`config.mk`:
```
export PLATFORM = sky130hd
export DESIGN_NAME = irq_status_mask_clear_bank
export DESIGN_NICKNAME = d
export VERILOG_FILES = /design/src/verilog/irq_bank_pkg.sv /design/src/verilog/sticky_bank.sv /design/src/verilog/irq_pin_driver.sv /design/src/verilog/irq_status_mask_clear_bank.sv
export SDC_FILE = /design/constraint.sdc
export NUM_CORES = 1
export LEC_CHECK = 0
export ABC_CLOCK_PERIOD_IN_PS = 2400
export BUFFER_PORTS_ARGS = -buffer_cell sky130_fd_sc_hd__buf_4
export CAP_MARGIN = 20
export CORE_ASPECT_RATIO = 0.75
export CORE_MARGIN = 3
export CORE_UTILIZATION = 59
export CTS_CLUSTER_DIAMETER = 40
export DETAILED_ROUTE_END_ITERATION = 10
export PLACE_DENSITY = 0.9
export SLEW_MARGIN = 0
export SYNTH_ARGS = -nofsm -noshare
export SYNTH_HDL_FRONTEND = slang
export SYNTH_SLANG_ARGS = --single-unit
```
`constraint.sdc`:
```
create_clock -name clk -period 2.4 [get_ports clk]
set_input_delay 0.24 -clock clk [delete_from_list [all_inputs] [get_ports clk]]
set_output_delay 0.24 -clock clk [all_outputs]
set_load 0.01 [all_outputs]
```
`src/verilog/irq_bank_pkg.sv`:
```
// Package with register map, field layout, reset values and pulse counts of the interrupt bank.
package irq_bank_pkg;

  // Register byte offsets.
  localparam logic [7:0] ADDR_DATAPATH_CTRL  = 8'h03;
  localparam logic [7:0] ADDR_PIN_A_CFG      = 8'h40;
  localparam logic [7:0] ADDR_PIN_B_CFG      = 8'h41;
  localparam logic [7:0] ADDR_VIDEO_LIVE     = 8'h43;
  localparam logic [7:0] ADDR_VIDEO_LATCHED  = 8'h44;
  localparam logic [7:0] ADDR_VIDEO_CLEAR    = 8'h45;
  localparam logic [7:0] ADDR_VIDEO_MASK_B   = 8'h46;
  localparam logic [7:0] ADDR_VIDEO_MASK_A   = 8'h47;
  localparam logic [7:0] ADDR_CEC_LIVE       = 8'h49;
  localparam logic [7:0] ADDR_CEC_LATCHED    = 8'h4a;
  localparam logic [7:0] ADDR_CEC_CLEAR      = 8'h4b;
  localparam logic [7:0] ADDR_CEC_MASK_B     = 8'h4c;
  localparam logic [7:0] ADDR_CEC_MASK_A     = 8'h4d;

  // Video group bit positions (lock, unlock, mute request, forced, standard definition).
  localparam int VID_LOCK   = 7;
  localparam int VID_UNLOCK = 6;
  localparam int VID_MUTE   = 5;
  localparam int VID_FORCED = 1;
  localparam int VID_STDDEF = 0;
  localparam logic [7:0] VID_USED_MASK = 8'he3;
  localparam logic [7:0] VID_LOCK_MASK = 8'hc0;

  // CEC group bit positions; receive buffers sit at bits 3 to 5.
  localparam int CEC_RX_BASE   = 3;
  localparam int CEC_RETRY     = 2;
  localparam int CEC_ARB_LOST  = 1;
  localparam int CEC_TX_DONE   = 0;
  localparam logic [7:0] CEC_USED_MASK = 8'h3f;

  // Control fields.
  localparam int FREE_RUN_BIT  = 1;
  localparam int DUR_SEL_LSB   = 6;
  localparam int FORCED_BIT    = 2;
  localparam int DRIVE_SEL_LSB = 0;

  // Reset values.
  localparam logic [7:0] DATAPATH_CTRL_RST = 8'h06;
  localparam logic [7:0] PIN_CFG_RST       = 8'h00;
  localparam logic [7:0] MASK_RST          = 8'h00;

  // Pulse widths in crystal periods; the core clock is the crystal clock.
  localparam logic [6:0] PULSE_SHORT = 7'h04;
  localparam logic [6:0] PULSE_MID   = 7'h10;
  localparam logic [6:0] PULSE_LONG  = 7'h40;

  // Duration and drive selector codes.
  localparam logic [1:0] DUR_LEVEL   = 2'h3;
  localparam logic [1:0] DRV_OPEN    = 2'h0;
  localparam logic [1:0] DRV_LOW     = 2'h1;
  localparam logic [1:0] DRV_HIGH    = 2'h2;
  localparam logic [1:0] DRV_OFF     = 2'h3;

  // Configuration of one interrupt pin.
  typedef struct packed {
    logic [1:0] dur_sel;
    logic [1:0] drive_sel;
  } pin_cfg_type;

  // Two signals of one interrupt pad.
  typedef struct packed {
    logic out;
    logic oe;
  } pin_drive_type;

endpackage

```
`src/verilog/sticky_bank.sv`:
```
// Bank of sticky status bits with set-over-clear priority.
`timescale 1ns/1ns
`default_nettype none
module sticky_bank #(
  parameter int WIDTH = 8
) (
  // Clock and reset.
  input  wire logic             clk,
  input  wire logic             rst,
  // Set and clear strobes, one bit per flag.
  input  wire logic [WIDTH-1:0] set,
  input  wire logic [WIDTH-1:0] clr,
  // Latched flags.
  output logic      [WIDTH-1:0] flag_q
);

  // One flop per flag; a set in the clearing cycle keeps the flag so no event is lost.
  for (genvar i = 0; i < WIDTH; i++) begin : g_bit
    always_ff @(posedge clk) begin
      if (rst) begin
        flag_q[i] <= 1'b0;
      end else if (set[i]) begin
        flag_q[i] <= 1'b1;
      end else if (clr[i]) begin
        flag_q[i] <= 1'b0;
      end
    end
  end

endmodule
`default_nettype wire

```
`src/verilog/irq_pin_driver.sv`:
```
// Shapes one raw interrupt indication into a timed, configured pad drive.
`timescale 1ns/1ns
`default_nettype none
module irq_pin_driver (
  // Clock and reset.
  input  wire logic                        clk,
  input  wire logic                        rst,
  // Raw indication and configuration.
  input  wire logic                        raw,
  input  wire irq_bank_pkg::pin_cfg_type   cfg,
  // Pad drive.
  output irq_bank_pkg::pin_drive_type      pad_q
);

  logic       raw_prev_q;
  logic [6:0] cnt_q;
  logic [6:0] cnt_d;
  logic [6:0] load_val;
  logic       rise;
  logic       pulse_on;
  logic       active;
  irq_bank_pkg::pin_drive_type pad_d;

  // Pulse length picked by the duration code; a new edge during a pulse is not restarted.
  assign load_val = (cfg.dur_sel == 2'h0) ? irq_bank_pkg::PULSE_SHORT :
                    (cfg.dur_sel == 2'h1) ? irq_bank_pkg::PULSE_MID : irq_bank_pkg::PULSE_LONG;
  assign rise     = raw & ~raw_prev_q;
  assign pulse_on = (cnt_q != 7'h00);
  assign cnt_d    = (rise && !pulse_on && cfg.dur_sel != irq_bank_pkg::DUR_LEVEL) ? load_val :
                    pulse_on ? cnt_q - 7'h01 : 7'h00;
  assign active   = (cfg.dur_sel == irq_bank_pkg::DUR_LEVEL) ? raw : pulse_on;

  // Pad mode decode: open drain pulls low only, push-pull either polarity, or off.
  assign pad_d.out = (cfg.drive_sel == irq_bank_pkg::DRV_HIGH) ? active :
                     (cfg.drive_sel == irq_bank_pkg::DRV_LOW) ? ~active : 1'b0;
  assign pad_d.oe  = (cfg.drive_sel == irq_bank_pkg::DRV_OPEN) ? active :
                     (cfg.drive_sel != irq_bank_pkg::DRV_OFF);

  // Counter, edge history and registered pad.
  always_ff @(posedge clk) begin
    if (rst) begin
      raw_prev_q <= 1'b0;
      cnt_q      <= 7'h00;
      pad_q      <= '0;
    end else begin
      raw_prev_q <= raw;
      cnt_q      <= cnt_d;
      pad_q      <= pad_d;
    end
  end

  property p_short_pulse;
    @(posedge clk) disable iff (rst)
      (rise && !pulse_on && cfg.dur_sel == 2'h0) |=> pulse_on [*4] ##1 !pulse_on;
  endproperty
  a_short_pulse: assert property (p_short_pulse) else $error("short pulse not four cycles");

  property p_pad_off;
    @(posedge clk) disable iff (rst)
      (cfg.drive_sel == irq_bank_pkg::DRV_OFF) |=> !pad_q.oe;
  endproperty
  a_pad_off: assert property (p_pad_off) else $error("disabled pad still driven");

  c_long_pulse: cover property (@(posedge clk) disable iff (rst) (cnt_q == irq_bank_pkg::PULSE_LONG));

endmodule
`default_nettype wire

```
`src/verilog/irq_status_mask_clear_bank.sv`:
```
// Top of the interrupt status, clear and mask bank with its byte register port.
//
// Notes on behaviour
// - Forced interrupt event latches a sticky bit held until its clear bit is written.
// - Any change of the standard-definition raw interrupt latches its sticky bit.
// - A latched bit only counts when a mask bit for either output is set.
// - Writing one to a video clear bit clears that latched bit; zero does nothing.
// - Lock and unlock interrupts and their masks work only while free-run is enabled.
// - Second-output mask bits enable each video source onto pin b and into status.
// - First-output mask bits enable each video source onto pin a and into status.
// - Each receive buffer raises a live ready flag once a whole frame waits.
// - A live retry-expired flag rises after all configured retries failed.
// - A live arbitration-lost flag rises when the transmitter loses arbitration.
// - A live transmit-done flag goes high when a message was sent successfully.
// - Each receive buffer latches a sticky ready bit until its clear bit is written.
// - Retry expiry latches a sticky bit until it is cleared.
// - Arbitration loss latches a sticky bit until its clear bit is written.
// - Transmit done latches a sticky bit until its clear bit is written.
// - Writing one to a CEC clear bit clears that latched bit; zero does nothing.
// - Each output's raw indication stays high until all its enabled bits clear.
// - Duration code gives 4, 16 or 64 crystal periods, or active until cleared.
// - Drive code gives open drain, active low, active high or disabled pin.
// - A manual control bit makes the forced event; it reaches pins only when masked in.
`timescale 1ns/1ns
`default_nettype none
module irq_status_mask_clear_bank (
  // Clock and reset.
  input  wire logic       clk,
  input  wire logic       rst,
  // Byte register port.
  input  wire logic       reg_wr,
  input  wire logic       reg_rd,
  input  wire logic [7:0] reg_addr,
  input  wire logic [7:0] reg_wdata,
  output logic      [7:0] reg_rdata_q,
  output logic            reg_rvalid_q,
  // Video event sources.
  input  wire logic       lock_live,
  input  wire logic       unlock_live,
  input  wire logic       mute_request_live,
  input  wire logic       stddef_irq_live,
  // CEC event sources.
  input  wire logic [2:0] rx_buf_ready_live,
  input  wire logic       tx_retry_expired_live,
  input  wire logic       tx_arb_lost_live,
  input  wire logic       tx_done_live,
  // Interrupt pads.
  output logic            irq_pin_a_out,
  output logic            irq_pin_a_oe,
  output logic            irq_pin_b_out,
  output logic            irq_pin_b_oe
);

  // Control and mask registers.
  logic [7:0] datapath_ctrl_q;
  logic [7:0] pin_a_cfg_q;
  logic [7:0] pin_b_cfg_q;
  logic [7:0] video_irq_mask_out_a_q;
  logic [7:0] video_irq_mask_out_b_q;
  logic [7:0] cec_irq_mask_out_a_q;
  logic [7:0] cec_irq_mask_out_b_q;
  logic [7:0] video_live_q;
  logic [7:0] video_prev_q;
  logic [7:0] cec_irq_raw_status_q;
  logic [7:0] cec_prev_q;
  logic       raw_a_q;
  logic       raw_b_q;

  // Decode and event wires.
  logic [7:0] video_live;
  logic [7:0] cec_live;
  logic [7:0] video_evt;
  logic [7:0] cec_evt;
  logic [7:0] video_gate;
  logic [7:0] video_en;
  logic [7:0] cec_en;
  logic [7:0] video_set;
  logic [7:0] cec_set;
  logic [7:0] video_clr;
  logic [7:0] cec_clr;
  logic [7:0] forced_and_sd_irq_status;
  logic [7:0] cec_irq_latched_status;
  logic [7:0] rd_mux;
  logic       free_run_en;
  logic       forced_irq_control;
  logic       raw_a;
  logic       raw_b;
  logic       wr_ctrl;
  logic       wr_pin_a;
  logic       wr_pin_b;
  logic       wr_vmask_a;
  logic       wr_vmask_b;
  logic       wr_cmask_a;
  logic       wr_cmask_b;
  logic       wr_vclr;
  logic       wr_cclr;
  irq_bank_pkg::pin_drive_type pad_a;
  irq_bank_pkg::pin_drive_type pad_b;

  // Write strobes per register.
  assign wr_ctrl    = reg_wr && (reg_addr == irq_bank_pkg::ADDR_DATAPATH_CTRL);
  assign wr_pin_a   = reg_wr && (reg_addr == irq_bank_pkg::ADDR_PIN_A_CFG);
  assign wr_pin_b   = reg_wr && (reg_addr == irq_bank_pkg::ADDR_PIN_B_CFG);
  assign wr_vmask_a = reg_wr && (reg_addr == irq_bank_pkg::ADDR_VIDEO_MASK_A);
  assign wr_vmask_b = reg_wr && (reg_addr == irq_bank_pkg::ADDR_VIDEO_MASK_B);
  assign wr_cmask_a = reg_wr && (reg_addr == irq_bank_pkg::ADDR_CEC_MASK_A);
  assign wr_cmask_b = reg_wr && (reg_addr == irq_bank_pkg::ADDR_CEC_MASK_B);
  assign wr_vclr    = reg_wr && (reg_addr == irq_bank_pkg::ADDR_VIDEO_CLEAR);
  assign wr_cclr    = reg_wr && (reg_addr == irq_bank_pkg::ADDR_CEC_CLEAR);

  assign free_run_en        = datapath_ctrl_q[irq_bank_pkg::FREE_RUN_BIT];
  assign forced_irq_control = pin_a_cfg_q[irq_bank_pkg::FORCED_BIT];

  // Live source vectors in register bit order.
  always_comb begin
    video_live = 8'h00;
    video_live[irq_bank_pkg::VID_LOCK]   = lock_live;
    video_live[irq_bank_pkg::VID_UNLOCK] = unlock_live;
    video_live[irq_bank_pkg::VID_MUTE]   = mute_request_live;
    video_live[irq_bank_pkg::VID_FORCED] = forced_irq_control;
    video_live[irq_bank_pkg::VID_STDDEF] = stddef_irq_live;
    cec_live = 8'h00;
    cec_live[irq_bank_pkg::CEC_RX_BASE +: 3]  = rx_buf_ready_live;
    cec_live[irq_bank_pkg::CEC_RETRY]    = tx_retry_expired_live;
    cec_live[irq_bank_pkg::CEC_ARB_LOST] = tx_arb_lost_live;
    cec_live[irq_bank_pkg::CEC_TX_DONE]  = tx_done_live;
  end

  // Rising edges set status, except standard definition which reacts to any change.
  assign video_evt = (video_live & ~video_prev_q) |
                     ((video_live ^ video_prev_q) & (8'h01 << irq_bank_pkg::VID_STDDEF));
  assign cec_evt   = cec_live & ~cec_prev_q;

  // Lock sources and their masks are dead while free-run is off.
  assign video_gate = free_run_en ? irq_bank_pkg::VID_USED_MASK :
                      (irq_bank_pkg::VID_USED_MASK & ~irq_bank_pkg::VID_LOCK_MASK);
  assign video_en   = (video_irq_mask_out_a_q | video_irq_mask_out_b_q) & video_gate;
  assign cec_en     = (cec_irq_mask_out_a_q | cec_irq_mask_out_b_q) & irq_bank_pkg::CEC_USED_MASK;
  assign video_set  = video_evt & video_en;
  assign cec_set    = cec_evt & cec_en;

  // Clear bits act only in the write cycle, so nothing needs to self-clear later.
  assign video_clr = wr_vclr ? reg_wdata : 8'h00;
  assign cec_clr   = wr_cclr ? reg_wdata : 8'h00;

  sticky_bank #(
    .WIDTH (8)
  ) u_video_bank (
    .clk    (clk),
    .rst    (rst),
    .set    (video_set),
    .clr    (video_clr),
    .flag_q (forced_and_sd_irq_status)
  );

  sticky_bank #(
    .WIDTH (8)
  ) u_cec_bank (
    .clk    (clk),
    .rst    (rst),
    .set    (cec_set),
    .clr    (cec_clr),
    .flag_q (cec_irq_latched_status)
  );

  // Output indications hold while any enabled latched bit remains.
  assign raw_a = |(forced_and_sd_irq_status & video_irq_mask_out_a_q & video_gate) |
                 |(cec_irq_latched_status & cec_irq_mask_out_a_q);
  assign raw_b = |(forced_and_sd_irq_status & video_irq_mask_out_b_q & video_gate) |
                 |(cec_irq_latched_status & cec_irq_mask_out_b_q);

  irq_pin_driver u_pin_a (
    .clk   (clk),
    .rst   (rst),
    .raw   (raw_a),
    .cfg   ({pin_a_cfg_q[irq_bank_pkg::DUR_SEL_LSB +: 2], pin_a_cfg_q[irq_bank_pkg::DRIVE_SEL_LSB +: 2]}),
    .pad_q (pad_a)
  );

  irq_pin_driver u_pin_b (
    .clk   (clk),
    .rst   (rst),
    .raw   (raw_b),
    .cfg   ({pin_b_cfg_q[irq_bank_pkg::DUR_SEL_LSB +: 2], pin_b_cfg_q[irq_bank_pkg::DRIVE_SEL_LSB +: 2]}),
    .pad_q (pad_b)
  );

  assign irq_pin_a_out = pad_a.out;
  assign irq_pin_a_oe  = pad_a.oe;
  assign irq_pin_b_out = pad_b.out;
  assign irq_pin_b_oe  = pad_b.oe;

  // Read selection; clear registers and unmapped offsets read zero.
  assign rd_mux = (reg_addr == irq_bank_pkg::ADDR_DATAPATH_CTRL) ? datapath_ctrl_q :
                  (reg_addr == irq_bank_pkg::ADDR_PIN_A_CFG)     ? pin_a_cfg_q :
                  (reg_addr == irq_bank_pkg::ADDR_PIN_B_CFG)     ? pin_b_cfg_q :
                  (reg_addr == irq_bank_pkg::ADDR_VIDEO_LIVE)    ? video_live_q :
                  (reg_addr == irq_bank_pkg::ADDR_VIDEO_LATCHED) ? forced_and_sd_irq_status :
                  (reg_addr == irq_bank_pkg::ADDR_VIDEO_MASK_B)  ? video_irq_mask_out_b_q :
                  (reg_addr == irq_bank_pkg::ADDR_VIDEO_MASK_A)  ? video_irq_mask_out_a_q :
                  (reg_addr == irq_bank_pkg::ADDR_CEC_LIVE)      ? cec_irq_raw_status_q :
                  (reg_addr == irq_bank_pkg::ADDR_CEC_LATCHED)   ? cec_irq_latched_status :
                  (reg_addr == irq_bank_pkg::ADDR_CEC_MASK_B)    ? cec_irq_mask_out_b_q :
                  (reg_addr == irq_bank_pkg::ADDR_CEC_MASK_A)    ? cec_irq_mask_out_a_q : 8'h00;

  // Control and mask registers.
  always_ff @(posedge clk) begin
    if (rst) begin
      datapath_ctrl_q        <= irq_bank_pkg::DATAPATH_CTRL_RST;
      pin_a_cfg_q            <= irq_bank_pkg::PIN_CFG_RST;
      pin_b_cfg_q            <= irq_bank_pkg::PIN_CFG_RST;
      video_irq_mask_out_a_q <= irq_bank_pkg::MASK_RST;
      video_irq_mask_out_b_q <= irq_bank_pkg::MASK_RST;
      cec_irq_mask_out_a_q   <= irq_bank_pkg::MASK_RST;
      cec_irq_mask_out_b_q   <= irq_bank_pkg::MASK_RST;
    end else begin
      if (wr_ctrl) datapath_ctrl_q <= reg_wdata;
      if (wr_pin_a) pin_a_cfg_q <= reg_wdata;
      if (wr_pin_b) pin_b_cfg_q <= reg_wdata;
      if (wr_vmask_a) video_irq_mask_out_a_q <= reg_wdata & irq_bank_pkg::VID_USED_MASK;
      if (wr_vmask_b) video_irq_mask_out_b_q <= reg_wdata & irq_bank_pkg::VID_USED_MASK;
      if (wr_cmask_a) cec_irq_mask_out_a_q <= reg_wdata & irq_bank_pkg::CEC_USED_MASK;
      if (wr_cmask_b) cec_irq_mask_out_b_q <= reg_wdata & irq_bank_pkg::CEC_USED_MASK;
    end
  end

  // Edge history, live snapshots and the registered read answer.
  always_ff @(posedge clk) begin
    if (rst) begin
      video_prev_q         <= 8'h00;
      cec_prev_q           <= 8'h00;
      video_live_q         <= 8'h00;
      cec_irq_raw_status_q <= 8'h00;
      reg_rdata_q          <= 8'h00;
      reg_rvalid_q         <= 1'b0;
      raw_a_q              <= 1'b0;
      raw_b_q              <= 1'b0;
    end else begin
      video_prev_q         <= video_live;
      cec_prev_q           <= cec_live;
      video_live_q         <= video_live;
      cec_irq_raw_status_q <= cec_live;
      reg_rdata_q          <= reg_rd ? rd_mux : 8'h00;
      reg_rvalid_q         <= reg_rd;
      raw_a_q              <= raw_a;
      raw_b_q              <= raw_b;
    end
  end

  // Checks kept beside the logic.
  property p_forced_sticky;
    @(posedge clk) disable iff (rst)
      (forced_and_sd_irq_status[irq_bank_pkg::VID_FORCED] && !video_clr[irq_bank_pkg::VID_FORCED])
        |=> forced_and_sd_irq_status[irq_bank_pkg::VID_FORCED];
  endproperty
  a_forced_sticky: assert property (p_forced_sticky) else $error("forced status dropped");

  property p_stddef_change;
    @(posedge clk) disable iff (rst)
      ($changed(stddef_irq_live) && video_en[irq_bank_pkg::VID_STDDEF])
        |=> forced_and_sd_irq_status[irq_bank_pkg::VID_STDDEF];
  endproperty
  a_stddef_change: assert property (p_stddef_change) else $error("stddef change not latched");

  property p_video_clear;
    @(posedge clk) disable iff (rst)
      (wr_vclr && reg_wdata[irq_bank_pkg::VID_MUTE] && !video_set[irq_bank_pkg::VID_MUTE])
        |=> !forced_and_sd_irq_status[irq_bank_pkg::VID_MUTE];
  endproperty
  a_video_clear: assert property (p_video_clear) else $error("mute status not cleared");

  property p_lock_gate;
    @(posedge clk) disable iff (rst)
      !free_run_en |=> !$rose(forced_and_sd_irq_status[irq_bank_pkg::VID_LOCK]);
  endproperty
  a_lock_gate: assert property (p_lock_gate) else $error("lock latched without free-run");

  property p_unmasked_no_record;
    @(posedge clk) disable iff (rst)
      (!video_irq_mask_out_a_q[irq_bank_pkg::VID_MUTE] && !video_irq_mask_out_b_q[irq_bank_pkg::VID_MUTE])
        |=> !$rose(forced_and_sd_irq_status[irq_bank_pkg::VID_MUTE]);
  endproperty
  a_unmasked_no_record: assert property (p_unmasked_no_record) else $error("masked source recorded");

  property p_mask_b_record;
    @(posedge clk) disable iff (rst)
      ($rose(mute_request_live) && video_irq_mask_out_b_q[irq_bank_pkg::VID_MUTE])
        |=> forced_and_sd_irq_status[irq_bank_pkg::VID_MUTE] ##1 raw_b_q;
  endproperty
  a_mask_b_record: assert property (p_mask_b_record) else $error("pin b source not recorded");

  property p_mask_a_route;
    @(posedge clk) disable iff (rst)
      ($rose(tx_done_live) && cec_irq_mask_out_a_q[irq_bank_pkg::CEC_TX_DONE]) |=> ##1 raw_a_q;
  endproperty
  a_mask_a_route: assert property (p_mask_a_route) else $error("pin a not raised");

  property p_rx_latch;
    @(posedge clk) disable iff (rst)
      ($rose(rx_buf_ready_live[0]) && cec_en[irq_bank_pkg::CEC_RX_BASE])
        |=> cec_irq_latched_status[irq_bank_pkg::CEC_RX_BASE];
  endproperty
  a_rx_latch: assert property (p_rx_latch) else $error("rx ready not latched");

  property p_raw_hold;
    @(posedge clk) disable iff (rst)
      $fell(raw_a_q) |-> $past(wr_vclr || wr_cclr || wr_vmask_a || wr_cmask_a || wr_ctrl, 2);
  endproperty
  a_raw_hold: assert property (p_raw_hold) else $error("pin a raw fell without clear");

  property p_set_wins;
    @(posedge clk) disable iff (rst)
      (cec_set[irq_bank_pkg::CEC_ARB_LOST] && cec_clr[irq_bank_pkg::CEC_ARB_LOST])
        |=> cec_irq_latched_status[irq_bank_pkg::CEC_ARB_LOST];
  endproperty
  a_set_wins: assert property (p_set_wins) else $error("event lost to clear");

  property p_clear_reads_zero;
    @(posedge clk) disable iff (rst)
      (reg_rd && (reg_addr == irq_bank_pkg::ADDR_CEC_CLEAR)) |=> reg_rvalid_q && (reg_rdata_q == 8'h00);
  endproperty
  a_clear_reads_zero: assert property (p_clear_reads_zero) else $error("clear register read nonzero");

  c_forced: cover property (@(posedge clk) disable iff (rst) $rose(forced_and_sd_irq_status[irq_bank_pkg::VID_FORCED]));
  c_pin_a: cover property (@(posedge clk) disable iff (rst) $rose(irq_pin_a_oe));
  c_collide: cover property (@(posedge clk) disable iff (rst) |(cec_set & cec_clr));

endmodule
`default_nettype wire

```
# == Word-level counts from Yosys, hierarchy flattened ==
# Index checks and enable logic that the tools add are counted.
# Widths: inputs -> output; s select.
# word_totals
regBits,104
out_inout_bits,13
word_cells,193
# op_classes
n_addsub,2
eq_ne,25
muxes,62
bitwise,26
reduce_logical,42
# ops
cell,count
$eq 8x7->1 const B,12
$mux 8,12
$and 8x8->8,7
$mux 7,8
$mux 1,40
$reduce_bool 2->1,16
$reduce_or 8->1,4
$and 8x6->8,3
$not 8->8,2
$reduce_bool 7->1,2
$sub 7x1->7 const B,2
$logic_and 1x1->1,13
$mux 6,2
$and 6x8->8,1
$eq 2x1->1 const B,4
$eq 2x2->1 const B,4
$eq 8x2->1 const B,1
$logic_not 2->1,4
$ne 2x2->1 const B,4
$or 8x1->8,1
$or 8x8->8,1
$or 6x6->6,1
$not 1->1,5
$and 1x1->1,2
4 further kinds,6

# == Depth between registers and ports, before layout ==
# Gate-level depths: netlist of the first run.
# logic_depth
word_depth,12
depth_mapped,7
ltp_nobuf,7

# == Modules after synthesis ==
# From an unflattened synthesis of the first run, not the netlist that was laid out.
# hier_totals
cells_unflattened,584
hier_area_um2,5148.7
# modules_own_cells
mod,instances,cells_each,area_per_inst_um2
irq_status_mask_clear_bank,1,415,3435.8
sticky_bank,2,33,381.6
irq_pin_driver at u_pin_a,1,56,498.0
irq_pin_driver at u_pin_b,1,47,451.7

# == Least setup slack after synthesis of the first run ==
# Ideal clock, no wire load.
# synth_timing
path_type,input-to-reg
startpoint,input port reg_addr[7]
endpoint,register pin_b_cfg_q[6]
setup_ps,128
arrival_ps,1863
setup_slack_ps,409
cell_stages,7
n_path_buf,2
path_cell_list,or4b_1 > buf_2 > or2_1 > buf_6 > nor3_4 > mux2i_1 > nor2_1
# synth_between
elab_chain_cells,2
# synth_lines
element,line,rtl
from (decl),irq_status_mask_clear_bank.sv:33,"input wire logic [7:0] reg_addr,"
$eq 8x7->1,irq_status_mask_clear_bank.sv:103,assign wr_pin_b = reg_wr && (reg_addr == irq_bank_pkg::ADDR_PIN_B_CFG);
$logic_and 1x1->1,irq_status_mask_clear_bank.sv:103,
to (signal assigned),irq_status_mask_clear_bank.sv:211,pin_b_cfg_q <= irq_bank_pkg::PIN_CFG_RST;
to (signal assigned),irq_status_mask_clear_bank.sv:219,if (wr_pin_b) pin_b_cfg_q <= reg_wdata;
to (decl),irq_status_mask_clear_bank.sv:57,logic [7:0] pin_b_cfg_q;
# No other way between the ends.
# A chain may end at the register's enable or synchronous reset.

# == Final worst setup path of the first run ==
# layout_timing
startpoint,input port reg_addr[7]
endpoint,register pin_b_cfg_q[4]
# Same word-level chain as after synthesis.

==> results of run 1 <==
==> stage by stage <==
| step | area [sq um] | total power, uW |
|---|---|---|
| floorplan | 4430 | 2360 |
| global placement | 4850 | 2530 |
| detailed placement | 4850 | 2570 |
| CTS | 5030 | 3530 |
| global route | 5030 | 3700 |
| finish | 5030 | 3520 |
==> sequential cells by signal, summed over array words and instances (netlist names), 7 cells and up <==
signal and count:
pin_a_cfg_q 8, pin_b_cfg_q 8, datapath_ctrl_q 8, u_pin_b.cnt_q 7, reg_rdata_q 8, u_pin_a.cnt_q 7
==> metal layers <==
metal / GRT usage, % / share of wire [%] / wire length (microns)
met5: 0 / 0 / 0
met2: 44.2 / 43 / 5140
met3: 9.05 / 11 / 1320
met4: 10.2 / 2.0 / 239
met1: 40.7 / 44 / 5370
==> cell type report <==
type	instances	area share (%)
Sequential cell	97	38.6
Inverter	23	1.72
Clock buffer	14	3.23
Timing Repair Buffer	55	8.21
Clock inverter	2	0.249
Multi-Input combinational cell	377	45.5
Tap cell	98	2.44
==> worst reg2reg max path: cells and delay by family (launching register included) <==
family	cells	cell delay, ns
flops	1	0.36
compound gates	1	0.16
simple gates	4	1.24
==> final timing paths <==
| check | slack (ns) | startpoint | depth (start not counted) | to |
|---|---|---|---|---|
| worst min-delay path | 0.09 | tx_retry_expired_live | 2 | cec_prev_q[2]$_SDFF_PP0_ |
| worst max register to register | 0.56 | u_pin_a.cnt_q[2]$_SDFF_PP0_ | 5 | u_pin_a.cnt_q[2]$_SDFF_PP0_ |
| worst min register to register | 0.45 | u_pin_b.cnt_q[0]$_SDFF_PP0_ | 1 | u_pin_b.cnt_q[0]$_SDFF_PP0_ |
| worst max-delay path | 0.55 | reg_addr[7] | 7 | pin_b_cfg_q[4]$_SDFFE_PP0P_ |
==> synthesized netlist by cell type, types with 5 or more instances <==
master | instances | area, sq um
nor4_1 | 5 | 31.3
nand3_1 | 16 | 80.1
nor2b_1 | 15 | 93.8
clkbuf_1 | 18 | 67.6
nor3_1 | 10 | 50.1
nor3b_1 | 8 | 60.1
nand2b_1 | 12 | 75.1
dfxtp_1 | 97 | 1940
xnor2_1 | 5 | 43.8
mux2i_1 | 37 | 370
a22oi_1 | 9 | 67.6
o21ai_0 | 23 | 115
nand2_1 | 52 | 195
inv_1 | 23 | 86.3
a21oi_1 | 49 | 245
nor2_1 | 62 | 233
o211ai_1 | 7 | 52.6
==> kinds of logic (layout without fill, tap and decap cells) <==
logic type                 after synthesis  count (layout)
adders and majority gates                4               4
xor gates and xnor gates                 9               9
muxes                                   41              41
AOI/OAI and AO/OA                      123             123
and+or+nand+nor                        200             200
buffers and inverters                   49              94
DFF                                     97              97
==> power by group through the flow <==
| stage | clock (uW) | sequential, uW | combinational (uW) |
|---|---|---|---|
| finish | 973 | 1810 | 737 |
| global route | 1060 | 1820 | 816 |
| CTS | 985 | 1810 | 737 |
| detailed placement | 0 | 1840 | 728 |
| global placement | 0 | 1840 | 690 |
| floorplan | 0 | 1830 | 525 |
==> out/metrics.csv, run 1 <==
stage;metric;value;unit
finish;commonest non-fill, non-tap cell in the layout;dfxtp_1;
routing;Starting DRT DRC Count;445;
power_and_ir_drop;Peak VDD IR;0.000628;V
yosys;prevailing post-synth register cell;dfxtp_1;
finish;Final nets;597;
routing;Avg WL per Cell;18.1;microns
sta;fmax;0.541;GHz
routing;vias;4045;
global_routing;first-pass GRT wire length;19500;microns
floorplan;Core Area;7030;sq um
yosys;Simple-Gate Fraction of Synth Area;22.0;%
power_and_ir_drop;Sequential Power Share;51.4;%
power_and_ir_drop;Psw;1040;uW
yosys;xor/xnor share of the synthesized area;1.78;%
yosys;post-synth cell types;50;
global_routing;vias in the first global route;3740;
yosys;Synth Warn #;0;
floorplan;boundary pin count;43;
yosys;portion of netlist area occupied by mux cells;9.38;%
setup_path;cell family with most CP delay;simple AND/OR/NAND/NOR gates;
floorplan;FP Rows;26;
finish;ANT cells;0;
finish;area of the multi-input gates;2290;sq um
setup_path;critical path endpoint category;flip-flop;
placed_design;cell count after placement;650;
setup_path;worst setup path class;input port to flip-flop;
global_routing;largest net degree at the start of global routing;46;
sta;Final WS setup;0.552;ns
cts;CTS Hold Bufs;0;
placed_design;worst slack at placement;0.221;ns
yosys;Synth Cell Area;4430;sq um
sta;setup repair after global routing missed its margin;false;
routing;first-pass iteration count of the detailed router;6;
sta;actual slew at the worst max-slew pin;0.521;ns
finish;fillers;564;
setup_path;CP Cell Sequence;buf_4 > or4b_1 > or2_1 > nor3_4 > buf_4 > mux2i_1 > nor2_1;
setup_path;Worst path most repeated cell;buf_4;
finish;Area growth syn-to-layout;13.6;%
setup_path;Critical Path Fanout Max;8;
power_and_ir_drop;P per Cell Area;700;nW/um^2
sta;hold slack;0.0874;ns
status;outcome;finished, final reports clean;
setup_path;slowest cell delay on critical path;0.66;ns
cts;Clk Latency, worst-skew pair;0.37;ns
setup_path;CP max-delay cell;or4b_1;
routing;drt via density;6.07;
placed_design;HPWL Detailed;8800;microns
cts;CTS Root Cell;clkbuf_8;
setup_path;Startpoint Class;input port;
floorplan;DIE AREA;8590;sq um
finish;layout cell share with drive strength beyond 1;13.6;%
sta;setup TNS;0;ns
yosys;#FFs+latches synth;97;
hold_path;Hold WC Path Type;input port to flip-flop;
cts;Inserted Clock Buffers;9;
sta;fin. max-slew vios;0;
finish;final core utilization;71.6;%
power_and_ir_drop;combinational share of power;20.9;%
yosys;Synth Net Count;557;
yosys;adder and majority gate portion of the synthesized area;1.13;%
finish;post-route insts no fill;666;
yosys;largest family of logic cells by synthesized area;simple AND/OR/NAND/NOR gates;
yosys;Synth Area in Compound Gates;17.4;%
routing;Routed WL;12100;microns
cts;Sink Count;97;
placed_design;RD Place Congestion;0.964;
power_and_ir_drop;switch share;29.4;%
cts;Post-CTS Setup Repair Bufs;0;
sta;Setup Skew;0.00710;ns
power_and_ir_drop;Pleak;0.00193;uW
yosys;Synth async-reset ratio;0;%
routing;DRC viols;0;
cts;CTS tree;yes;
flow_run;maxcap violations;0;
yosys;count of flip-flops with a built-in enable after synthesis;0;
cts;cts repair resizes;0;
global_routing;initial antenna violation count;0;
cts;total number of H-tree levels;3;
yosys;Mapped Cells;523;
yosys;sequential area share after synthesis;43.9;%
global_routing;GR Overflow Total;0;
sta;final hold vios;0;
cts;Worst-path clk slew;0.08;ns
sta;final worst path period need;1.85;ns
floorplan;die height;81.0;microns
sta;final period utilization;77.0;%
setup_path;CP arrival;2.09;ns
power_and_ir_drop;internal power;2480;uW
power_and_ir_drop;Clock power frac;27.6;%
routing;post-route ant nets;0;
finish;Register Area;1940;sq um
sta;Slew HR;65.3;%
floorplan;width of the die;106;microns
setup_path;data required time at the worst endpoint;2.64;ns
floorplan;Initial Util;63.0;%
placed_design;PortBufs;42;
setup_path;CP Buf/Inv Count;2;
finish;most frequent cells in the layout;dfxtp_1, nor2_1, buf_4, nand2_1, a21oi_1;
sta;# setup viols final;0;
global_routing;gr usage total;29.5;%
yosys;synthesized area per cell;8.47;sq um
cts;Max clock buf depth;2;
Note: power is estimated with default switching activity, not from simulation.
==> inputs of run 2 (changes only) <==
Settings changed: ABC_CLOCK_PERIOD_IN_PS 2400 to 1500, CORE_UTILIZATION 59 to 53, PLACE_DENSITY 0.9 to 0.85.
Clock period 2.4 ns to 1.5 ns, I/O delays scaled along.
==> run 2 against run 1 <==
The run now ends with negative hold slack, negative setup slack left. Clock-buffer cell count is 4 lower. Non-clock buffer count is 92 higher. First-iteration DRC count is 55% higher. Core utilization is 4.5 points higher. Combinational power grew to 2.9 times the previous value. Die area is 11% higher. Largest cell class unchanged. Via count is 20% higher. Power is 100% higher. Sequential share of layout area is 6.5 points lower.
==> out/metrics.csv, run 2 (synthesized netlist as in run 1, its figures left out) <==
stage;metric;value;unit
sta;setup repair after global routing missed its margin;true;
finish;area of the multi-input gates;2520;sq um
finish;most frequent cells in the layout;buf_4, dfxtp_1, nor2_1, nand2_1, a21oi_1;
floorplan;Initial Util;55.4;%
sta;Setup Skew;0.0117;ns
floorplan;Core Area;7990;sq um
floorplan;die height;85.2;microns
floorplan;DIE AREA;9500;sq um
cts;Worst-path clk slew;0.10;ns
cts;Inserted Clock Buffers;9;
global_routing;gr busiest metal;met2;
routing;drt via density;6.32;
finish;Register Area;1950;sq um
sta;final hold vios;1;
finish;layout cell share with drive strength beyond 1;32.1;%
setup_path;critical path endpoint category;flip-flop;
setup_path;data required time at the worst endpoint;1.81;ns
setup_path;cell family with most CP delay;simple AND/OR/NAND/NOR gates;
cts;CTS tree;yes;
cts;Sink Count;97;
power_and_ir_drop;Pleak;0.00250;uW
floorplan;width of the die;112;microns
routing;first-pass iteration count of the detailed router;7;
sta;hold slack;-0.00117;ns
cts;Max clock buf depth;2;
status;outcome;complete, but fails checks;
sta;fin. max-slew vios;0;
power_and_ir_drop;P per Cell Area;1160;nW/um^2
sta;final period utilization;117;%
routing;post-route ant nets;0;
routing;vias;4840;
finish;final core utilization;76.1;%
placed_design;PortBufs;42;
setup_path;Critical Path Fanout Max;2;
power_and_ir_drop;Peak VDD IR;0.000789;V
global_routing;largest net degree at the start of global routing;35;
power_and_ir_drop;Power Total;7050;uW
status;failing checks;negative hold slack, negative setup slack;
sta;# setup viols final;11;
global_routing;met3 usage;8.98;%
routing;Routed WL;15600;microns
setup_path;slowest cell delay on critical path;0.36;ns
sta;actual slew at the worst max-slew pin;0.445;ns
routing;DRC viols;0;
hold_path;Hold WC Path Type;input port to flip-flop;
global_routing;vias in the first global route;4591;
setup_path;CP Buf/Inv Count;0;
finish;commonest non-fill, non-tap cell in the layout;buf_4;
setup_path;CP Cell Sequence;nor4_4 > nand3b_1 > or3_1 > or3_4 > o22ai_2;
global_routing;gr usage total;31.1;%
floorplan;boundary pin count;43;
finish;Final nets;690;
global_routing;GR Layer Usage met1;41.2;%
sta;fmax;0.568;GHz
global_routing;first-pass GRT wire length;23400;microns
finish;fillers;508;
sta;Slew HR;70.1;%
global_routing;initial antenna violation count;0;
sta;Final WS setup;-0.261;ns
finish;Area growth syn-to-layout;37.3;%
setup_path;worst setup path class;flip-flop to flip-flop;
cts;Clk Latency, worst-skew pair;0.38;ns
finish;ANT cells;0;
setup_path;CP arrival;2.07;ns
setup_path;Startpoint Class;flip-flop;
flow_run;maxcap violations;0;
routing;Starting DRT DRC Count;690;
floorplan;FP Rows;28;
global_routing;M2 GR Usage;49.2;%
placed_design;RD Place Congestion;0.956;
placed_design;HPWL Detailed;10200;microns
sta;final worst path period need;1.76;ns
routing;Avg WL per Cell;20.4;microns
cts;CTS Root Cell;clkbuf_8;
setup_path;CP max-delay cell;or3_4;
global_routing;GR Overflow Total;0;
cts;total number of H-tree levels;3;
run 2: changes by cell type in the layout (fill, tap and decap cells not counted), sizes merged:
cell	before	now
buf	55	142
or2	3	4
bufinv	0	2
clkbuf	14	10
dlygate4sd3	0	5
clkinv	1	2
inv	23	24
run 2: area by class of cell:
type / count / area share (%)
well taps: 105 / 2.16
multi-input cells: 378 / 41.5
clock buffers: 10 / 2.26
inverters: 23 / 1.42
flip-flops and latches: 97 / 32.1
clock inverters: 6 / 1.48
repair buffers: 147 / 19.0
run 2: worst reg2reg max path: stages (launching register included):
cell      delay (ns)
dfxtp_2         0.35
nor4_4          0.34
nand3b_1        0.16
or3_1           0.33
or3_4           0.36
o22ai_2         0.15
run 2: worst paths after layout:
check / cells past startpoint / from / endpoint / slack [ns]
hold / removal: 2 / rx_buf_ready_live[0] / cec_prev_q[3]$_SDFF_PP0_ / -0.001
setup reg to reg: 5 / u_pin_a.cnt_q[5]$_SDFF_PP0_ / u_pin_a.cnt_q[4]$_SDFF_PP0_ / -0.26
setup / recovery: 5 / u_pin_a.cnt_q[5]$_SDFF_PP0_ / u_pin_a.cnt_q[4]$_SDFF_PP0_ / -0.26
hold reg to reg: 2 / pin_a_cfg_q[4]$_SDFFE_PP0P_ / pin_a_cfg_q[4]$_SDFFE_PP0P_ / 0.47
run 2: metal layers:
metal  wire length, microns  part of all wire [%]
met3                   2030                    13
met4                    668                   4.3
met5                      0                     0
met1                   6030                    39
met2                   6870                    44
run 2: power breakdown:
part,switching [uW],internal (uW)
clock network,954,991
registers,161,2770
logic,1090,1090
total,2200,4850
run 2: stage by stage:
step	TNS, ns	std cells	setup WS (ns)	instance area [sq um]
finish	-1.75	766	-0.261	6080
global route	-2.33	766	-0.297	6080
CTS	-1.09	761	-0.202	5930
detailed placement	-19.08	735	-0.432	5500
global placement	-15.47	735	-0.402	5500
floorplan	-11.30	523	-0.394	4480
run 2: timing repair:
action	in CTS	in global routing
setup endpoints to repair	16	27
hold buffers	4	1
pin swaps	11	10
endpoints found under the hold margin	4	1
cloned	1	0
gates resized for setup	28	27
buffers inserted	5	4
==> inputs of run 3 (changes only) <==
Settings changed: ABC_AREA set to 1.
==> run 3 against run 2 <==
The flow finishes with violations (negative setup slack). Worst setup slack better by 0.21 ns. Sequential power about the same. Final cell count up 4.2%. Sequential cell count unchanged. Worst hold slack better by 0.0083 ns. Via count down 4.2%. First-iteration DRC count down 13%. Design area down 7.8%. Non-clock buffer count down 77. Maximum frequency up 13%. Sequential share of layout area up 2.6 points. Largest cell class unchanged.
==> out/metrics.csv, run 3 <==
stage;metric;value;unit
yosys;count of flip-flops with a built-in enable after synthesis;0;
yosys;synth cell count leaders;dfxtp_1, nand2_1, inv_1, a21oi_1, nor2_1;
routing;first-pass iteration count of the detailed router;8;
yosys;prevailing post-synth register cell;dfxtp_1;
cts;Max clock buf depth;2;
finish;Final nets;722;
cts;Sink Count;97;
sta;final hold vios;0;
power_and_ir_drop;switch share;30.2;%
cts;Worst-path clk slew;0.07;ns
power_and_ir_drop;combinational share of power;24.7;%
placed_design;worst slack at placement;-0.107;ns
power_and_ir_drop;Clock power frac;33.4;%
setup_path;Critical Path Fanout Max;3;
finish;ANT cells;0;
routing;Avg WL per Cell;17.4;microns
cts;total number of H-tree levels;3;
floorplan;FP Rows;28;
finish;most frequent cells in the layout;dfxtp_1, nand2_1, inv_1, a21oi_1, buf_4;
routing;post-route ant nets;0;
flow_run;maxcap violations;0;
floorplan;boundary pin count;43;
sta;final worst path period need;1.55;ns
sta;Setup Skew;0.00621;ns
yosys;most common cell in the netlist;dfxtp_1;
finish;layout cell share with drive strength beyond 1;22.7;%
setup_path;critical path endpoint category;flip-flop;
routing;vias;4635;
global_routing;gr usage total;28.2;%
finish;Area growth syn-to-layout;21.4;%
floorplan;DIE AREA;9880;sq um
cts;CTS tree;yes;
sta;fin. max-slew vios;0;
floorplan;die height;86.8;microns
yosys;synthesized area per cell;7.38;sq um
power_and_ir_drop;P per Cell Area;1260;nW/um^2
sta;actual slew at the worst max-slew pin;0.520;ns
status;outcome;complete, but fails checks;
routing;Starting DRT DRC Count;603;
global_routing;first-pass GRT wire length;21600;microns
routing;Routed WL;13900;microns
cts;Inserted Clock Buffers;9;
yosys;Mapped Cells;626;
routing;drt via density;5.81;
yosys;Synth Net Count;660;
status;failing checks;negative setup slack;
global_routing;initial antenna violation count;0;
floorplan;Core Area;8160;sq um
placed_design;HPWL Detailed;9880;microns
power_and_ir_drop;Peak VDD IR;0.00128;V
sta;setup TNS;-0.111;ns
setup_path;Startpoint Class;flip-flop;
yosys;Synth Warn #;0;
floorplan;Initial Util;56.6;%
sta;setup repair after global routing missed its margin;true;
hold_path;Hold WC Path Type;input port to flip-flop;
setup_path;CP arrival;1.83;ns
floorplan;width of the die;114;microns
power_and_ir_drop;Sequential Power Share;41.9;%
global_routing;vias in the first global route;4345;
power_and_ir_drop;Pleak;0.00244;uW
finish;commonest non-fill, non-tap cell in the layout;dfxtp_1;
sta;# setup viols final;3;
sta;Final WS setup;-0.0521;ns
power_and_ir_drop;internal power;4930;uW
placed_design;RD Place Congestion;0.980;
yosys;post-synth cell types;44;
power_and_ir_drop;Psw;2140;uW
yosys;Synth async-reset ratio;0;%
placed_design;PortBufs;42;
global_routing;GR Overflow Total;0;
yosys;cell taking the most area after synthesis;dfxtp_1;
cts;CTS Root Cell;clkbuf_16;
global_routing;largest net degree at the start of global routing;35;
yosys;Synth Cell Area;4620;sq um
setup_path;data required time at the worst endpoint;1.78;ns
sta;final period utilization;103;%
yosys;#FFs+latches synth;97;
yosys;sequential area share after synthesis;42.1;%
yosys;ranking of synthesized cells by area;dfxtp_1, a21oi_1, nand2_1;
setup_path;worst setup path class;flip-flop to flip-flop;
yosys;Yosys top cell area share;42.1;%
routing;DRC viols;0;
sta;fmax;0.644;GHz
sta;Slew HR;65.0;%
cts;Clk Latency, worst-skew pair;0.35;ns
==> run 3: cell count changes after synthesis, sizes merged, moves of 13 or more <==
cell	delta
o21ai	+46
inv	+75
mux2i	-37
nand3	+17
nand2	+51
a21oi	+32
nand4	+13
nor2b	-15
==> run 3: metrics by stage <==
step | instances | area [sq um] | utilization [%] | hold WS [ns] | total power (uW)
3_5_place_dp | 778 | 5170 | 63.4 | 0.367 | 4380
6_report | 798 | 5600 | 68.6 | 0.00716 | 7070
4_1_cts | 795 | 5510 | 67.4 | 0.000836 | 6760
5_1_grt | 798 | 5600 | 68.6 | 0.0183 | 7420
3_3_place_gp | 778 | 5170 | 63.4 | 0.360 | 4280
2_1_floorplan | 626 | 4620 | - | 0.257 | 3920
==> run 3: cell families after synthesis <==
group                    Yosys count  synth area share, %
AO/OA/AOI/OAI                    175                 20.8
XOR/XNOR                           7                 1.33
adder cells (fa/ha/maj)            4                 1.08
buffers and inverters            118                 10.4
flip-flops                        97                 42.1
multiplexers                       1                0.244
AND/OR/NAND/NOR                  224                 24.1
==> run 3: layout make-up <==
class	count	area [sq um]
clock buffers	10	239
clock inverters	6	67.6
fillers	638	2560
inverters	99	372
multi-input cells	411	2280
flip-flops and latches	97	1950
well taps	105	131
repair buffers	70	563
==> run 3: critical path: stages (launching register included) <==
cell and delay [ns]:
dfxtp_2 0.33, inv_2 0.08, ha_4 0.14, inv_2 0.04, nor3_4 0.20, nand2_2 0.08, or2_4 0.26, nor2_4 0.13
nand2_2 0.07, a21oi_2 0.15
==> run 3: power groups by stage <==
stage / Combinational [uW] / Clock [uW] / Sequential (uW)
2_1_floorplan: 949 / 0 / 2970
3_5_place_dp: 1400 / 0 / 2970
6_report: 1750 / 2360 / 2960
3_3_place_gp: 1310 / 0 / 2970
4_1_cts: 1470 / 2370 / 2930
5_1_grt: 1940 / 2490 / 3000
==> run 3: path summary, 6_finish.rpt <==
kind	start	to	slack (ns)	cells after the start
hold / removal	rx_buf_ready_live[2]	cec_prev_q[5]$_SDFF_PP0_	0.007	3
setup / recovery	u_pin_b.cnt_q[1]$_SDFF_PP0_	u_pin_b.cnt_q[6]$_SDFF_PP0_	-0.05	9
setup reg to reg	u_pin_b.cnt_q[1]$_SDFF_PP0_	u_pin_b.cnt_q[6]$_SDFF_PP0_	-0.05	9
hold reg to reg	u_pin_b.cnt_q[0]$_SDFF_PP0_	u_pin_b.cnt_q[0]$_SDFF_PP0_	0.43	1
==> run 3: what timing repair did <==
action | CTS | global route
endpoints found under the setup margin | 6 | 10
buffers inserted | 1 | 3
hold buffers | 0 | 0
resized for setup | 6 | 23
pin swaps | 3 | 11
==> run 3: per-layer routing <==
metal | GRT usage (%) | part of all wire, % | vias to the layer above
met4 | 9.17 | 2.1 | 0
met1 | 37.2 | 40 | 2125
met3 | 9.14 | 12 | 33
met2 | 44.0 | 45 | 293
met5 | 0 | 0 | -
li1 | - | - | 2184
